[config.mk]
export PLATFORM = sky130hd
export DESIGN_NAME = pmc_mode_ctrl
export DESIGN_NICKNAME = d
export VERILOG_FILES = /design/src/pmc_pkg.sv /design/src/pmc_mode_ctrl.sv /design/src/pmc_wait_gen.sv
export SDC_FILE = /design/constraint.sdc
export NUM_CORES = 1
export LEC_CHECK = 0
export BUFFER_PORTS_ARGS = -buffer_cell sky130_fd_sc_hd__buf_2
export CAP_MARGIN = 20
export CORE_MARGIN = 5
export CORE_UTILIZATION = 39
export CTS_CLUSTER_DIAMETER = 120
export DETAILED_ROUTE_END_ITERATION = 12
export GPL_TIMING_DRIVEN = 0
export HOLD_SLACK_MARGIN = 0.03
export PLACE_DENSITY_LB_ADDON = 0.12
export SLEW_MARGIN = 10
export SYNTH_ARGS = -nofsm -noshare
export SYNTH_HDL_FRONTEND = slang
export SYNTH_SLANG_ARGS = --single-unit
[constraint.sdc]
create_clock -name aclk -period 1.5 [get_ports aclk]
set_input_delay 0.075 -clock aclk [delete_from_list [all_inputs] [get_ports aclk]]
set_output_delay 0.075 -clock aclk [all_outputs]
set_load 0.01 [all_outputs]
[src/pmc_pkg.sv]
// Package: offsets, field positions and reset values of the processor mode control bank
package pmc_pkg;
	// Register byte offsets
	localparam logic [3:0] PMC_OFF_MODE_CTRL_1 = 4'h0;
	localparam logic [3:0] PMC_OFF_PROTECT     = 4'h4;
	localparam logic [3:0] PMC_OFF_FLASH_CTRL  = 4'h8;
	localparam logic [3:0] PMC_OFF_MODE_CTRL_0 = 4'hC;
	// Bit positions in processor_mode_control_1
	localparam int PMC_BIT_FLASH_AREA   = 0;
	localparam int PMC_BIT_WDOG_ACTION  = 2;
	localparam int PMC_BIT_RSV_EXPAND   = 3;
	localparam int PMC_BIT_MEM_EXP_LO   = 4;
	localparam int PMC_BIT_MEM_EXP_HI   = 5;
	localparam int PMC_BIT_WAIT_INSERT  = 7;
	// Writable bits (b1 and b6 kept as plain storage, b6 reserved)
	localparam logic [7:0] PMC_MC1_WMASK = 8'hFF;
	localparam logic [7:0] PMC_MC1_RESET = 8'h08;
	// Other bit positions
	localparam int PMC_BIT_PROTECT_UNLOCK = 1;
	localparam int PMC_BIT_CPU_REWRITE    = 1;
	// Processor mode field codes
	localparam logic [1:0] PMC_MODE_SINGLE   = 2'h0;
	localparam logic [1:0] PMC_MODE_MEM_EXP  = 2'h1;
	localparam logic [1:0] PMC_MODE_MICRO    = 2'h3;
	// Memory area expansion codes
	localparam logic [1:0] PMC_EXP_1MB = 2'h0;
	localparam logic [1:0] PMC_EXP_4MB = 2'h3;
	// Internal ROM window opened by the flash area select bit
	localparam logic [19:0] PMC_FLASH_AREA_LO = 20'h0F000;
	localparam logic [19:0] PMC_FLASH_AREA_HI = 20'h0FFFF;
	// AXI responses
	localparam logic [1:0] PMC_RESP_OKAY   = 2'h0;
	localparam logic [1:0] PMC_RESP_SLVERR = 2'h2;
endpackage : pmc_pkg

[src/pmc_mode_ctrl.sv]
// Processor mode control register bank with AXI4-Lite access
// Overview of operation
// - Wait insert bit clear gives no wait, set gives one wait state.
// - With wait insert set, internal RAM and ROM accesses get one wait.
// - Flash area select set makes 0F000h to 0FFFFh internal ROM.
// - Flash area select forced to one while CPU rewrite mode is one.
// - Watchdog action select is set by writing one; zero writes ignored.
// - Reserved area expansion set automatically when CPU rewrite mode rises.
// - Memory expansion setting effective only in expansion or microprocessor mode.
// - Expansion or microprocessor mode turns pins into external bus control.
// - Watchdog action clear gives interrupt, set gives device reset.
// - Expansion field 00 is 1-Mbyte, 11 is 4-Mbyte, others unused.
//
// Local design decisions: register access over AXI4-Lite and the address map.
`timescale 1ns/1ps
`default_nettype none
module pmc_mode_ctrl (
	// Clock and reset
	input  wire logic        aclk,
	input  wire logic        aresetn,
	// AXI4-Lite write address
	input  wire logic [3:0]  s_axi_awaddr,
	input  wire logic        s_axi_awvalid,
	output logic             s_axi_awready,
	// AXI4-Lite write data
	input  wire logic [31:0] s_axi_wdata,
	input  wire logic [3:0]  s_axi_wstrb,
	input  wire logic        s_axi_wvalid,
	output logic             s_axi_wready,
	// AXI4-Lite write response
	output logic [1:0]       s_axi_bresp,
	output logic             s_axi_bvalid,
	input  wire logic        s_axi_bready,
	// AXI4-Lite read address
	input  wire logic [3:0]  s_axi_araddr,
	input  wire logic        s_axi_arvalid,
	output logic             s_axi_arready,
	// AXI4-Lite read data
	output logic [31:0]      s_axi_rdata,
	output logic [1:0]       s_axi_rresp,
	output logic             s_axi_rvalid,
	input  wire logic        s_axi_rready,
	// Internal memory access handshake
	input  wire logic        int_access_req,
	output logic             int_access_ready,
	// Address decode for internal ROM window
	input  wire logic [19:0] access_addr,
	output logic             flash_area_hit,
	// Mode outputs
	output logic             wdog_reset_sel,
	output logic             mem_expand_4mb,
	output logic             rsv_area_expand,
	output logic             ext_bus_pins_en
);
	typedef struct packed {
		logic [7:0]  mc1;
		logic        unlock;
		logic        rewrite;
		logic [1:0]  mode;
		logic        aw_got;
		logic [3:0]  aw_addr;
		logic        w_got;
		logic [7:0]  w_data;
		logic        w_strb0;
		logic        bvalid;
		logic [1:0]  bresp;
		logic        rvalid;
		logic [31:0] rdata;
		logic [1:0]  rresp;
		logic        flash_hit;
		logic        wdog_rst;
		logic        exp4;
		logic        rsv;
		logic        bus_en;
		logic        aw_rdy;
		logic        w_rdy;
		logic        ar_rdy;
	} pmc_state_s;

	pmc_state_s st_ff;
	pmc_state_s nxt_st;
	logic       wait_ready;

	pmc_wait_gen u_wait (
		.aclk        (aclk),
		.aresetn     (aresetn),
		.wait_en     (st_ff.mc1[pmc_pkg::PMC_BIT_WAIT_INSERT]),
		.access_req  (int_access_req),
		.access_ready(wait_ready)
	);

	always_comb begin
		logic       do_write;
		logic [7:0] wv;
		logic       eff_mode;
		do_write = 1'b0;
		wv       = 8'h00;
		eff_mode = 1'b0;
		nxt_st   = st_ff;
		if (s_axi_awvalid && !st_ff.aw_got) begin
			nxt_st.aw_got  = 1'b1;
			nxt_st.aw_addr = s_axi_awaddr;
		end
		if (s_axi_wvalid && !st_ff.w_got) begin
			nxt_st.w_got   = 1'b1;
			nxt_st.w_data  = s_axi_wdata[7:0];
			nxt_st.w_strb0 = s_axi_wstrb[0];
		end
		if (st_ff.bvalid && s_axi_bready) begin
			nxt_st.bvalid = 1'b0;
		end
		// Both halves of a write present and no response pending
		if (st_ff.aw_got && st_ff.w_got && !st_ff.bvalid) begin
			nxt_st.aw_got = 1'b0;
			nxt_st.w_got  = 1'b0;
			nxt_st.bvalid = 1'b1;
			nxt_st.bresp  = pmc_pkg::PMC_RESP_OKAY;
			do_write      = st_ff.w_strb0;
			wv            = st_ff.w_data;
			if (st_ff.aw_addr == pmc_pkg::PMC_OFF_MODE_CTRL_1) begin
				if (do_write && st_ff.unlock) begin
					nxt_st.mc1 = wv & pmc_pkg::PMC_MC1_WMASK;
					nxt_st.mc1[pmc_pkg::PMC_BIT_WDOG_ACTION] =
						st_ff.mc1[pmc_pkg::PMC_BIT_WDOG_ACTION]
						| wv[pmc_pkg::PMC_BIT_WDOG_ACTION];
				end
			end else if (st_ff.aw_addr == pmc_pkg::PMC_OFF_PROTECT) begin
				if (do_write) begin
					nxt_st.unlock = wv[pmc_pkg::PMC_BIT_PROTECT_UNLOCK];
				end
			end else if (st_ff.aw_addr == pmc_pkg::PMC_OFF_FLASH_CTRL) begin
				if (do_write) begin
					nxt_st.rewrite = wv[pmc_pkg::PMC_BIT_CPU_REWRITE];
				end
			end else if (st_ff.aw_addr == pmc_pkg::PMC_OFF_MODE_CTRL_0) begin
				if (do_write) begin
					nxt_st.mode = wv[1:0];
				end
			end else begin
				nxt_st.bresp = pmc_pkg::PMC_RESP_SLVERR;
			end
		end
		// Rewrite mode rising sets reserved expansion; set wins over write
		if (nxt_st.rewrite && !st_ff.rewrite) begin
			nxt_st.mc1[pmc_pkg::PMC_BIT_RSV_EXPAND] = 1'b1;
		end
		if (nxt_st.rewrite) begin
			nxt_st.mc1[pmc_pkg::PMC_BIT_FLASH_AREA] = 1'b1;
		end
		// Read channel
		if (st_ff.rvalid && s_axi_rready) begin
			nxt_st.rvalid = 1'b0;
		end
		if (s_axi_arvalid && !st_ff.rvalid) begin
			nxt_st.rvalid = 1'b1;
			nxt_st.rresp  = pmc_pkg::PMC_RESP_OKAY;
			nxt_st.rdata  = 32'h0000_0000;
			if (s_axi_araddr == pmc_pkg::PMC_OFF_MODE_CTRL_1) begin
				nxt_st.rdata[7:0] = st_ff.mc1;
			end else if (s_axi_araddr == pmc_pkg::PMC_OFF_PROTECT) begin
				nxt_st.rdata[pmc_pkg::PMC_BIT_PROTECT_UNLOCK] = st_ff.unlock;
			end else if (s_axi_araddr == pmc_pkg::PMC_OFF_FLASH_CTRL) begin
				nxt_st.rdata[pmc_pkg::PMC_BIT_CPU_REWRITE] = st_ff.rewrite;
			end else if (s_axi_araddr == pmc_pkg::PMC_OFF_MODE_CTRL_0) begin
				nxt_st.rdata[1:0] = st_ff.mode;
			end else begin
				nxt_st.rresp = pmc_pkg::PMC_RESP_SLVERR;
			end
		end
		// Derived outputs, registered
		eff_mode = (nxt_st.mode == pmc_pkg::PMC_MODE_MEM_EXP)
			|| (nxt_st.mode == pmc_pkg::PMC_MODE_MICRO);
		nxt_st.bus_en   = eff_mode;
		nxt_st.exp4     = eff_mode && (nxt_st.mc1[pmc_pkg::PMC_BIT_MEM_EXP_HI:
			pmc_pkg::PMC_BIT_MEM_EXP_LO] == pmc_pkg::PMC_EXP_4MB);
		nxt_st.wdog_rst = nxt_st.mc1[pmc_pkg::PMC_BIT_WDOG_ACTION];
		nxt_st.rsv      = nxt_st.mc1[pmc_pkg::PMC_BIT_RSV_EXPAND];
		nxt_st.flash_hit = nxt_st.mc1[pmc_pkg::PMC_BIT_FLASH_AREA]
			&& (access_addr >= pmc_pkg::PMC_FLASH_AREA_LO)
			&& (access_addr <= pmc_pkg::PMC_FLASH_AREA_HI);
		// Ready flags held in flops so every bus output is registered
		nxt_st.aw_rdy    = !nxt_st.aw_got;
		nxt_st.w_rdy     = !nxt_st.w_got;
		nxt_st.ar_rdy    = !nxt_st.rvalid;
	end

	always_ff @(posedge aclk) begin
		if (!aresetn) begin
			st_ff     <= '0;
			st_ff.mc1 <= pmc_pkg::PMC_MC1_RESET;
			st_ff.rsv <= 1'b1;
			st_ff.aw_rdy <= 1'b1;
			st_ff.w_rdy  <= 1'b1;
			st_ff.ar_rdy <= 1'b1;
		end else begin
			st_ff <= nxt_st;
		end
	end

	assign s_axi_awready    = st_ff.aw_rdy;
	assign s_axi_wready     = st_ff.w_rdy;
	assign s_axi_bvalid     = st_ff.bvalid;
	assign s_axi_bresp      = st_ff.bresp;
	assign s_axi_arready    = st_ff.ar_rdy;
	assign s_axi_rvalid     = st_ff.rvalid;
	assign s_axi_rdata      = st_ff.rdata;
	assign s_axi_rresp      = st_ff.rresp;
	assign int_access_ready = wait_ready;
	assign flash_area_hit   = st_ff.flash_hit;
	assign wdog_reset_sel   = st_ff.wdog_rst;
	assign mem_expand_4mb   = st_ff.exp4;
	assign rsv_area_expand  = st_ff.rsv;
	assign ext_bus_pins_en  = st_ff.bus_en;
endmodule : pmc_mode_ctrl
`default_nettype wire

[src/pmc_wait_gen.sv]
// Wait state generator for internal memory accesses
`timescale 1ns/1ps
`default_nettype none
module pmc_wait_gen (
	// Clock and reset
	input  wire logic aclk,
	input  wire logic aresetn,
	// Control
	input  wire logic wait_en,
	input  wire logic access_req,
	// Result
	output logic      access_ready
);
	typedef struct packed {
		logic waited;
		logic ready;
	} pmc_wg_s;

	pmc_wg_s state_ff;
	pmc_wg_s nxt_state;

	always_comb begin
		nxt_state = state_ff;
		nxt_state.ready = 1'b0;
		if (access_req && !state_ff.ready) begin
			if (!wait_en || state_ff.waited) begin
				nxt_state.ready  = 1'b1;
				nxt_state.waited = 1'b0;
			end else begin
				nxt_state.waited = 1'b1;
			end
		end else begin
			nxt_state.waited = 1'b0;
		end
	end

	always_ff @(posedge aclk) begin
		if (!aresetn) begin
			state_ff <= '0;
		end else begin
			state_ff <= nxt_state;
		end
	end

	assign access_ready = state_ff.ready;
endmodule : pmc_wait_gen
`default_nettype wire

==> metrics.cfg, run 1 <==
[critical_path]
endpoint_kind=register
path_max_fanout=6
slowest_stage=or4b_4
reg2reg_slack_ns=0.04
ff2ff_path_depth=4
worstPathCellList=or4b_4, nor3_4, a22oi_1, nor2b_1
startpoint_type=register
required_ns=1.73
slowest_delay_ns=0.52
crit_family=simple AND/OR/NAND/NOR gates
r2r-start=s_axi_rvalid
arrival_ns=1.69
critPathBufInv=0
critPathKind=register to register
timing.rr.end=s_axi_rdata[5]

[timing]
fin_setup_tns_ns=0
clock.fmax_mhz=687
skew_ns=0.00700
rsz0062_at_grt=true
post-route-min-period_ns=1.46
finalSetupViolCount=0
post-route-period-util=0.970
hold_violations=0
drv_slew=0

[synthesis]
synth.top_cell.area_share=0.439
ys.flop_type=dfxtp_1
synth.most_common_cell=dfxtp_1
avgSynthCellArea_um2=9.66
netlist_top_cells_count=46 x dfxtp_1, 36 x buf_4, 24 x nand2_1
ys_ff_latch=46
yosys_warnings=0
ys_seq_area_frac=0.439
synth_top_area_cell=dfxtp_1
synth_cell_types=37
synth-edff-count=0
synth_area_leaders=dfxtp_1 44%, buf_4 13%, mux2i_1 7.2%
syn_inst=217
synth_area_um2=2100
async_flop_share=0

[routing]
wirelength_um=4100
drt_iter0_drc=61
vias=1584
antenna_left=0
firstDrtPassIters=2
vias_per_cell=4.11
drc=0
wl_per_cell_um=10.7

[min_path]
hp-start=s_axi_wdata[6]
hold_end=st_ff[53]
hp-class=input pin to register
hold_depth=3

[clock_network]
clockRootBuffer=clkbuf_8
cts_tree=yes
cts_buffer_depth=2
cts_inserted_buffers=5
cts.reportedPaths.clkPinSlew_ns=0.08
clock_latency_ns=0.29
clock-sinks=46
htree_levels=2

[die]
start_util=0.405
fp.dieH_um=83.3
fp.dieW_um=83.3
coreArea_um2=5170
num_io_pins=119
die_area_um2=6940
rows=26

[placed_design]
gp_congestion=0.715
place_hpwl_um=3240
port_buffers=53

[layout]
postLayoutCoreUtil=0.534
seq_area_um2=926
nNetsFinal=386
diodes=0
drive_above_1_share=0.356
fill_cells=531
area_growth_pct=31.7
multi_input_area_um2=942

[pwr]
peakVddDrop_uv=477
power_density_nw_per_um2=853
p_leak_nw=1.34

[grt]
grt_overflow=0
grt_pass1_wl_um=7000
grt_start_max_net_pins=14
antenna_found_initial=0
grt_pass1_vias=1518
grt_use_total=0.122

[run]
cap_violations=0

[run_status]
status=completed

==> worst register-to-register path, cell delays in order (launching register included) <==
cell and delay [ns]:
dfxtp_2 0.34, or4b_4 0.52, nor3_4 0.30, a22oi_1 0.11, nor2b_1 0.12
==> state kept, by name, indices dropped and copies added, names as in the netlist, named ones only <==
name / cells
s_axi_rdata: 8
s_axi_wready: 1
mem_expand_4mb: 1
u_wait.state_ff: 1
s_axi_arready: 1
flash_area_hit: 1
s_axi_bresp: 1
s_axi_rresp: 1
s_axi_rvalid: 1
u_wait.access_ready: 1
s_axi_bvalid: 1
s_axi_awready: 1
st_ff: 26
==> worst max path at each step <==
stage	startpoint	endpoint	cells after the start
floorplan	st_ff[56]	mem_expand_4mb	5
global route	st_ff[58]	mem_expand_4mb	5
CTS	st_ff[56]	mem_expand_4mb	5
detailed placement	st_ff[56]	mem_expand_4mb	5
global placement	st_ff[56]	mem_expand_4mb	5
finish	s_axi_rvalid	s_axi_rdata[5]	4
==> kinds of logic (layout without fill, tap and decap cells) <==
family	Yosys count	in the layout	share of synthesized area
flops	46	46	0.439
simple gates	77	77	0.224
buf+inv	51	124	0.159
compound gates	25	25	0.0859
other cells	1	26	0.00179
mux	17	17	0.0895
==> stage by stage <==
stage | cell area, um2 | cells | power, mW | hold slack (ns) | worst slack, ns
6_report | 2760 | 385 | 2.36 | 0.0327 | 0.0446
5_1_grt | 2760 | 385 | 2.49 | 0.0324 | -0.0634
4_1_cts | 2720 | 381 | 2.39 | 0.0304 | 0.0230
3_5_place_dp | 2540 | 365 | 1.61 | 0.336 | 0.0308
3_3_place_gp | 2540 | 365 | 1.60 | 0.329 | 0.0261
2_1_floorplan | 2190 | 242 | 1.51 | 0.220 | 0.103
==> metal layers <==
metal / global-route usage / share of wire / up-vias
met3: 0.0406 / 0.087 / 6
met5: 0 / 0 / -
li1: - / - / 853
met4: 0.0490 / 0.011 / 0
met1: 0.157 / 0.48 / 665
met2: 0.189 / 0.42 / 60
==> final cells by class <==
type / instances / share of cell area
clock inverter: 1 / 0.00181
buffer: 45 / 0.113
clock buffer: 7 / 0.0312
sequential: 46 / 0.335
timing repair buffer: 65 / 0.138
inverter: 6 / 0.00815
tap: 70 / 0.0317
multi-input combinational: 145 / 0.341
==> cell usage in the layout, fill, tap and decap left out, drive strengths merged, types with 6 or more instances in the layout <==
cell,n
a21boi,12
a22oi,6
buf,93
clkbuf,15
conb,26
dfxtp,46
dlygate4sd3,9
inv,6
mux2i,15
nand2,24
nor2b,21
==> power breakdown <==
group	switching, mW	internal (mW)	total (mW)
clock network	0.390	0.372	0.761
logic	0.139	0.164	0.303
registers	0.0311	1.26	1.29
total	0.559	1.80	2.36
==> repair_timing <==
action	in CTS	in global routing
hold endpoints to repair	8	1
endpoints found under the setup margin	0	9
gates resized for setup	0	7
buffers inserted	0	3
hold buffers	8	1
Power figures use the tool's default switching activity.
==> run 2: changes to the inputs <==
Settings changed: CORE_UTILIZATION 39 to 44, SYNTH_HIERARCHICAL set to 1.
Clock period 1.5 ns to 1.56 ns, I/O delays scaled along.
==> run 2 against run 1 <==
  * Sequential share of layout area fell by 0.27 points
  * Global-route usage rose by 1.3 points
  * Critical path depth rose by 1
  * Via count did not move
  * First-iteration DRC count fell by 72%
  * Area after synthesis fell by 0.24%
  * Setup slack got worse by 0.0057 ns
  * Largest cell class unchanged
  * Largest power group unchanged
==> metrics.cfg, run 2 <==
[critical_path]
critPathLaunch=st_ff[58]
slowest_delay_ns=0.35
arrival_ns=1.73
startpoint_type=register
ff2ff_path_depth=5
required_ns=1.77
r2r-start=st_ff[58]
path_max_fanout=7
endpoint_kind=register
slowest_stage=dfxtp_2
timing.rr.end=mem_expand_4mb
critPathKind=register to register
reg2reg_slack_ns=0.04
worstPathCellList=nor4b_4, nand4b_1, buf_6, mux2i_1, nor4b_2

[timing]
skew_ns=0.00845
setup_ws_ns=0.0390
post-route-period-util=0.975
hold_violations=0
finalSetupViolCount=0
clock.fmax_mhz=657
post-route-min-period_ns=1.52
rsz0062_at_grt=true
drv_slew=0

[pwr]
peakVddDrop_uv=569
p_total_mw=2.57
power_density_nw_per_um2=925
p_leak_nw=1.35
swShare=0.217
internal_power_mw=2.01
p_comb_frac=0.112
clockPowerShare=0.404
p_seq_frac=0.483
switching_power_uw=558

[layout]
fill_cells=435
largest_reg_flops=25
layout_common_cells=53 x buf_2, 44 x dfxtp_1, 39 x buf_4
layout_commonest_cell=buf_2
top_register=st_ff
area_growth_pct=32.8
drive_above_1_share=0.350
diodes=0
nNetsFinal=385
fin_cells=368

[clock_network]
cts_tree=yes
cts_buffer_depth=2
clock-sinks=46
htree_levels=2
clockRootBuffer=clkbuf_8
clock_latency_ns=0.30
cts.reportedPaths.clkPinSlew_ns=0.09
cts_inserted_buffers=5

[synthesis]
syn_inst=216
synth_top_area_cell=dfxtp_1
yosys_warnings=6
synth_adder_area_share=0
ys_seq_area_frac=0.440
synth-edff-count=0
synth-compound-area-share=0.0891
ys.flop_type=dfxtp_1
synth_area_um2=2090
synth.top_cell.area_share=0.440
synth.most_common_cell=dfxtp_1
synthMuxAreaShare=0.0825
synth-simple-area-share=0.228
ys_ff_latch=46
synth_area_leaders=dfxtp_1 44%, buf_4 13%, mux2i_1 7.2%
synth_top_family_by_area=simple AND/OR/NAND/NOR gates
synth-xor-area-share=0
async_flop_share=0
synth_cell_types=35
avgSynthCellArea_um2=9.69
netlist_top_cells_count=46 x dfxtp_1, 36 x buf_4, 24 x nand2_1

[placed_design]
place_hpwl_um=3120
dp_cells=348
port_buffers=53
gp_congestion=0.744
pre_cts_ws_ns=-0.0346

[die]
num_io_pins=119
rows=25
fp.dieH_um=79.0
die_area_um2=6230
start_util=0.449
fp.dieW_um=79.0
coreArea_um2=4660

[routing]
firstDrtPassIters=4
drc=0
vias=1584
antenna_left=0
drt_iter0_drc=17
wl_per_cell_um=10.9
vias_per_cell=4.30
wirelength_um=4000

[run_status]
status=completed

[min_path]
hold_end=st_ff[57]
hold_depth=3
hp-class=input pin to register
hp-start=s_axi_awaddr[1]

[grt]
grt_start_max_net_pins=16
antenna_found_initial=0
grt_pass1_vias=1515
grt_use_total=0.135
grt_overflow=0
grt_pass1_wl_um=6790

[run]
cap_violations=0

## run 2: changes by cell type in the layout (fill, tap and decap cells not counted), moves of 2 or more
| cell | change |
|---|---|
| bufinv_16 | +2 |
| clkbuf_1 | -2 |
| nand3_1 | +2 |
| nor2_1 | +2 |
| nor3b_1 | -2 |
| or2_2 | -2 |
## run 2: stage by stage
stage	setup TNS, ns	cell area, um2	hold WS [ns]	util
after floorplan	0	2190	0.218	-
after global placement	-0.0139	2520	0.332	0.540
after detailed placement	-0.0346	2520	0.340	0.540
after CTS	0	2720	0.0307	0.584
after global routing	-0.0719	2780	0.0317	0.596
final	0	2780	0.0378	0.596
## run 2: critical path, delay by kind of cell, from the launching register on
family | cells | cell delay (ns)
multiplexers | 1 | 0.15
buffers and inverters | 1 | 0.17
flip-flops | 1 | 0.35
AND/OR/NAND/NOR | 3 | 0.77
## run 2: layout make-up
| class | count | area [um2] | share of cell area |
|---|---|---|---|
| timing repair buffer | 65 | 378 | 0.136 |
| multi-input combinational | 145 | 941 | 0.339 |
| sequential | 46 | 923 | 0.332 |
| clock inverter | 3 | 68.8 | 0.0248 |
| clock buffer | 5 | 68.8 | 0.0248 |
| inverter | 5 | 18.8 | 0.00676 |
| tap | 54 | 67.6 | 0.0243 |
| buffer | 45 | 312 | 0.112 |
## run 2: logic make-up (layout without fill, tap and decap cells)
family          after synthesis  after routing
other cells                   1             26
buf+inv                      50            123
compound gates               26             26
mux                          16             16
flops                        46             46
simple gates                 77             77
## run 2: layer usage
metal | GRT usage | part of all wire | vias up | routed length, um
li1 | - | - | 852 | -
met1 | 0.179 | 0.45 | 672 | 1810
met2 | 0.218 | 0.45 | 55 | 1810
met3 | 0.0363 | 0.082 | 5 | 327
met4 | 0.0361 | 0.013 | 0 | 51
met5 | 0 | 0 | - | 0
## run 2: worst max path at each step
stage	endpoint
6_report	mem_expand_4mb
5_1_grt	mem_expand_4mb
4_1_cts	mem_expand_4mb
3_5_place_dp	mem_expand_4mb
3_3_place_gp	mem_expand_4mb
2_1_floorplan	mem_expand_4mb
## run 2: power by group through the flow
stage | clock (mW) | combinational [mW] | sequential (mW)
after floorplan | 0 | 0.182 | 1.27
after global placement | 0 | 0.268 | 1.27
after detailed placement | 0 | 0.270 | 1.27
after CTS | 1.07 | 0.283 | 1.24
after global routing | 1.12 | 0.324 | 1.25
final | 1.04 | 0.288 | 1.24
## run 2: repair_timing
| action | 4_1_cts | 5_1_grt |
|---|---|---|
| hold buffers | 6 | 3 |
| endpoints found under the setup margin | 1 | 4 |
| resized for setup | 1 | 2 |
| hold endpoints to repair | 6 | 3 |
| gates cloned | 0 | 0 |
| setup buffers | 0 | 3 |
| pin swaps | 0 | 5 |
==> run 3: changes to the inputs <==
Settings changed: CORE_UTILIZATION 44 to 40.
==> run 3 against run 2 <==
  * Sequential power hardly changed
  * Maximum frequency rose by 2.4%
  * Global-route usage fell by 1.1 points
  * Design area down 0.81%
  * Non-clock buffer count shrank 2
  * Total power down 6.1%
  * Core utilization shrank 5.7 points
  * Setup slack better by 0.036 ns
  * First-iteration DRC count rose by 100%
  * Largest cell class unchanged
  * Highest routed layer unchanged
==> metrics.cfg, run 3 (synthesis results as in run 2) <==
[die]
coreArea_um2=5110
start_util=0.410
rows=26
fp.dieH_um=82.3
die_area_um2=6780
fp.dieW_um=82.3
num_io_pins=119

[routing]
vias=1569
vias_per_cell=4.11
antenna_left=0
wirelength_um=4080
drt_iter0_drc=34
firstDrtPassIters=4
drc=0
wl_per_cell_um=10.7

[grt]
antenna_found_initial=0
grt_overflow=0
grt_start_max_net_pins=16
grt_pass1_wl_um=6420
grt_pass1_vias=1416
grt_use_total=0.124

[clock_network]
clock_latency_ns=0.30
cts_tree=yes
htree_levels=2
cts_inserted_buffers=5
clock-sinks=46
cts_buffer_depth=2
clockRootBuffer=clkbuf_8
cts.reportedPaths.clkPinSlew_ns=0.09

[timing]
rsz0062_at_grt=false
tightest_slew_ns=0.512
drv_slew=0
finalSetupViolCount=0
holdWs_ns=0.0378
post-route-min-period_ns=1.49
post-route-period-util=0.952
setup_ws_ns=0.0749
skew_ns=0.00917
slew_headroom=0.659
hold_violations=0
clock.fmax_mhz=673

[layout]
largest_reg_flops=25
top_register=st_ff
drive_above_1_share=0.349
fill_cells=483
layout_commonest_cell=buf_2
multi_input_area_um2=941
area_growth_pct=31.7
diodes=0
nNetsFinal=383
postLayoutCoreUtil=0.539
layout_common_cells=53 x buf_2, 44 x dfxtp_1, 38 x buf_4
seq_area_um2=923
fin_cells=382

[critical_path]
arrival_ns=1.70
startpoint_type=register
r2r-start=st_ff[58]
path_max_fanout=8
slowest_stage=dfxtp_2
timing.rr.end=mem_expand_4mb
endpoint_kind=register
required_ns=1.78
critPathBufInv=1
worstPathCellList=nor4b_4, nand4b_1, buf_6, mux2i_1, nor4b_2
slowest_delay_ns=0.36
critPathLaunch=st_ff[58]
crit_family=simple AND/OR/NAND/NOR gates
ff2ff_path_depth=5
critPathKind=register to register
reg2reg_slack_ns=0.07

[min_path]
hp-class=input pin to register
hold_depth=3
hold_end=st_ff[57]
hp-start=s_axi_awaddr[1]

[run_status]
status=completed

[pwr]
power_density_nw_per_um2=875
peakVddDrop_uv=556
p_seq_frac=0.515
p_leak_nw=1.33
internal_power_mw=1.85
switching_power_uw=564
p_comb_frac=0.119
clockPowerShare=0.366
swShare=0.234

[run]
cap_violations=0

[placed_design]
dp_cells=364
gp_congestion=0.736
port_buffers=53
pre_cts_ws_ns=-0.00454
place_hpwl_um=3220

## run 3: how the worst max path moves through the flow
stage / endpoint / depth (start not counted) / slack (ns)
5_1_grt: mem_expand_4mb / 5 / 0.02
3_3_place_gp: mem_expand_4mb / 5 / -0.02
2_1_floorplan: mem_expand_4mb / 5 / 0.17
6_report: mem_expand_4mb / 5 / 0.07
4_1_cts: mem_expand_4mb / 5 / 0.04
3_5_place_dp: mem_expand_4mb / 5 / -0.005
## run 3: power by group through the flow
stage	logic, mW	registers (mW)	clock network, mW
finish	0.287	1.24	0.882
global route	0.317	1.25	0.977
CTS	0.285	1.24	0.913
detailed placement	0.271	1.27	0
global placement	0.269	1.27	0
floorplan	0.182	1.27	0
## run 3: cell type report
| type | instances | share of cell area |
|---|---|---|
| Buffer | 45 | 0.113 |
| Clock inverter | 3 | 0.0159 |
| Tap cell | 70 | 0.0318 |
| Timing Repair Buffer | 63 | 0.131 |
| Sequential cell | 46 | 0.335 |
| Clock buffer | 5 | 0.0250 |
| Multi-Input combinational cell | 145 | 0.342 |
| Inverter | 5 | 0.00681 |
## run 3: timing repair
action	in CTS	in global routing
hold buffers	7	1
setup endpoints to repair	1	1
hold endpoints to repair	7	1
gates resized for setup	1	2
buffers inserted	0	2
pin swaps	0	3
## run 3: per-layer routing
layer  share of wire  vias up  GRT usage
met4           0.013        0     0.0399
met1            0.46      665      0.156
met2            0.44       54      0.203
li1                -      844          -
met5               0        -          0
met3           0.081        6     0.0390
## run 3: tightest hold or removal path: stages
cell     delay [ns]
buf_2          0.07
mux2i_1        0.05
nor2b_1        0.09
## run 3: per-stage QoR
step	area, um2	TNS, ns	power [mW]
after floorplan	2190	0	1.45
after CTS	2730	0	2.44
after detailed placement	2540	-0.00454	1.54
after global placement	2540	-0.0207	1.54
after global routing	2760	0	2.54
final	2760	0	2.41
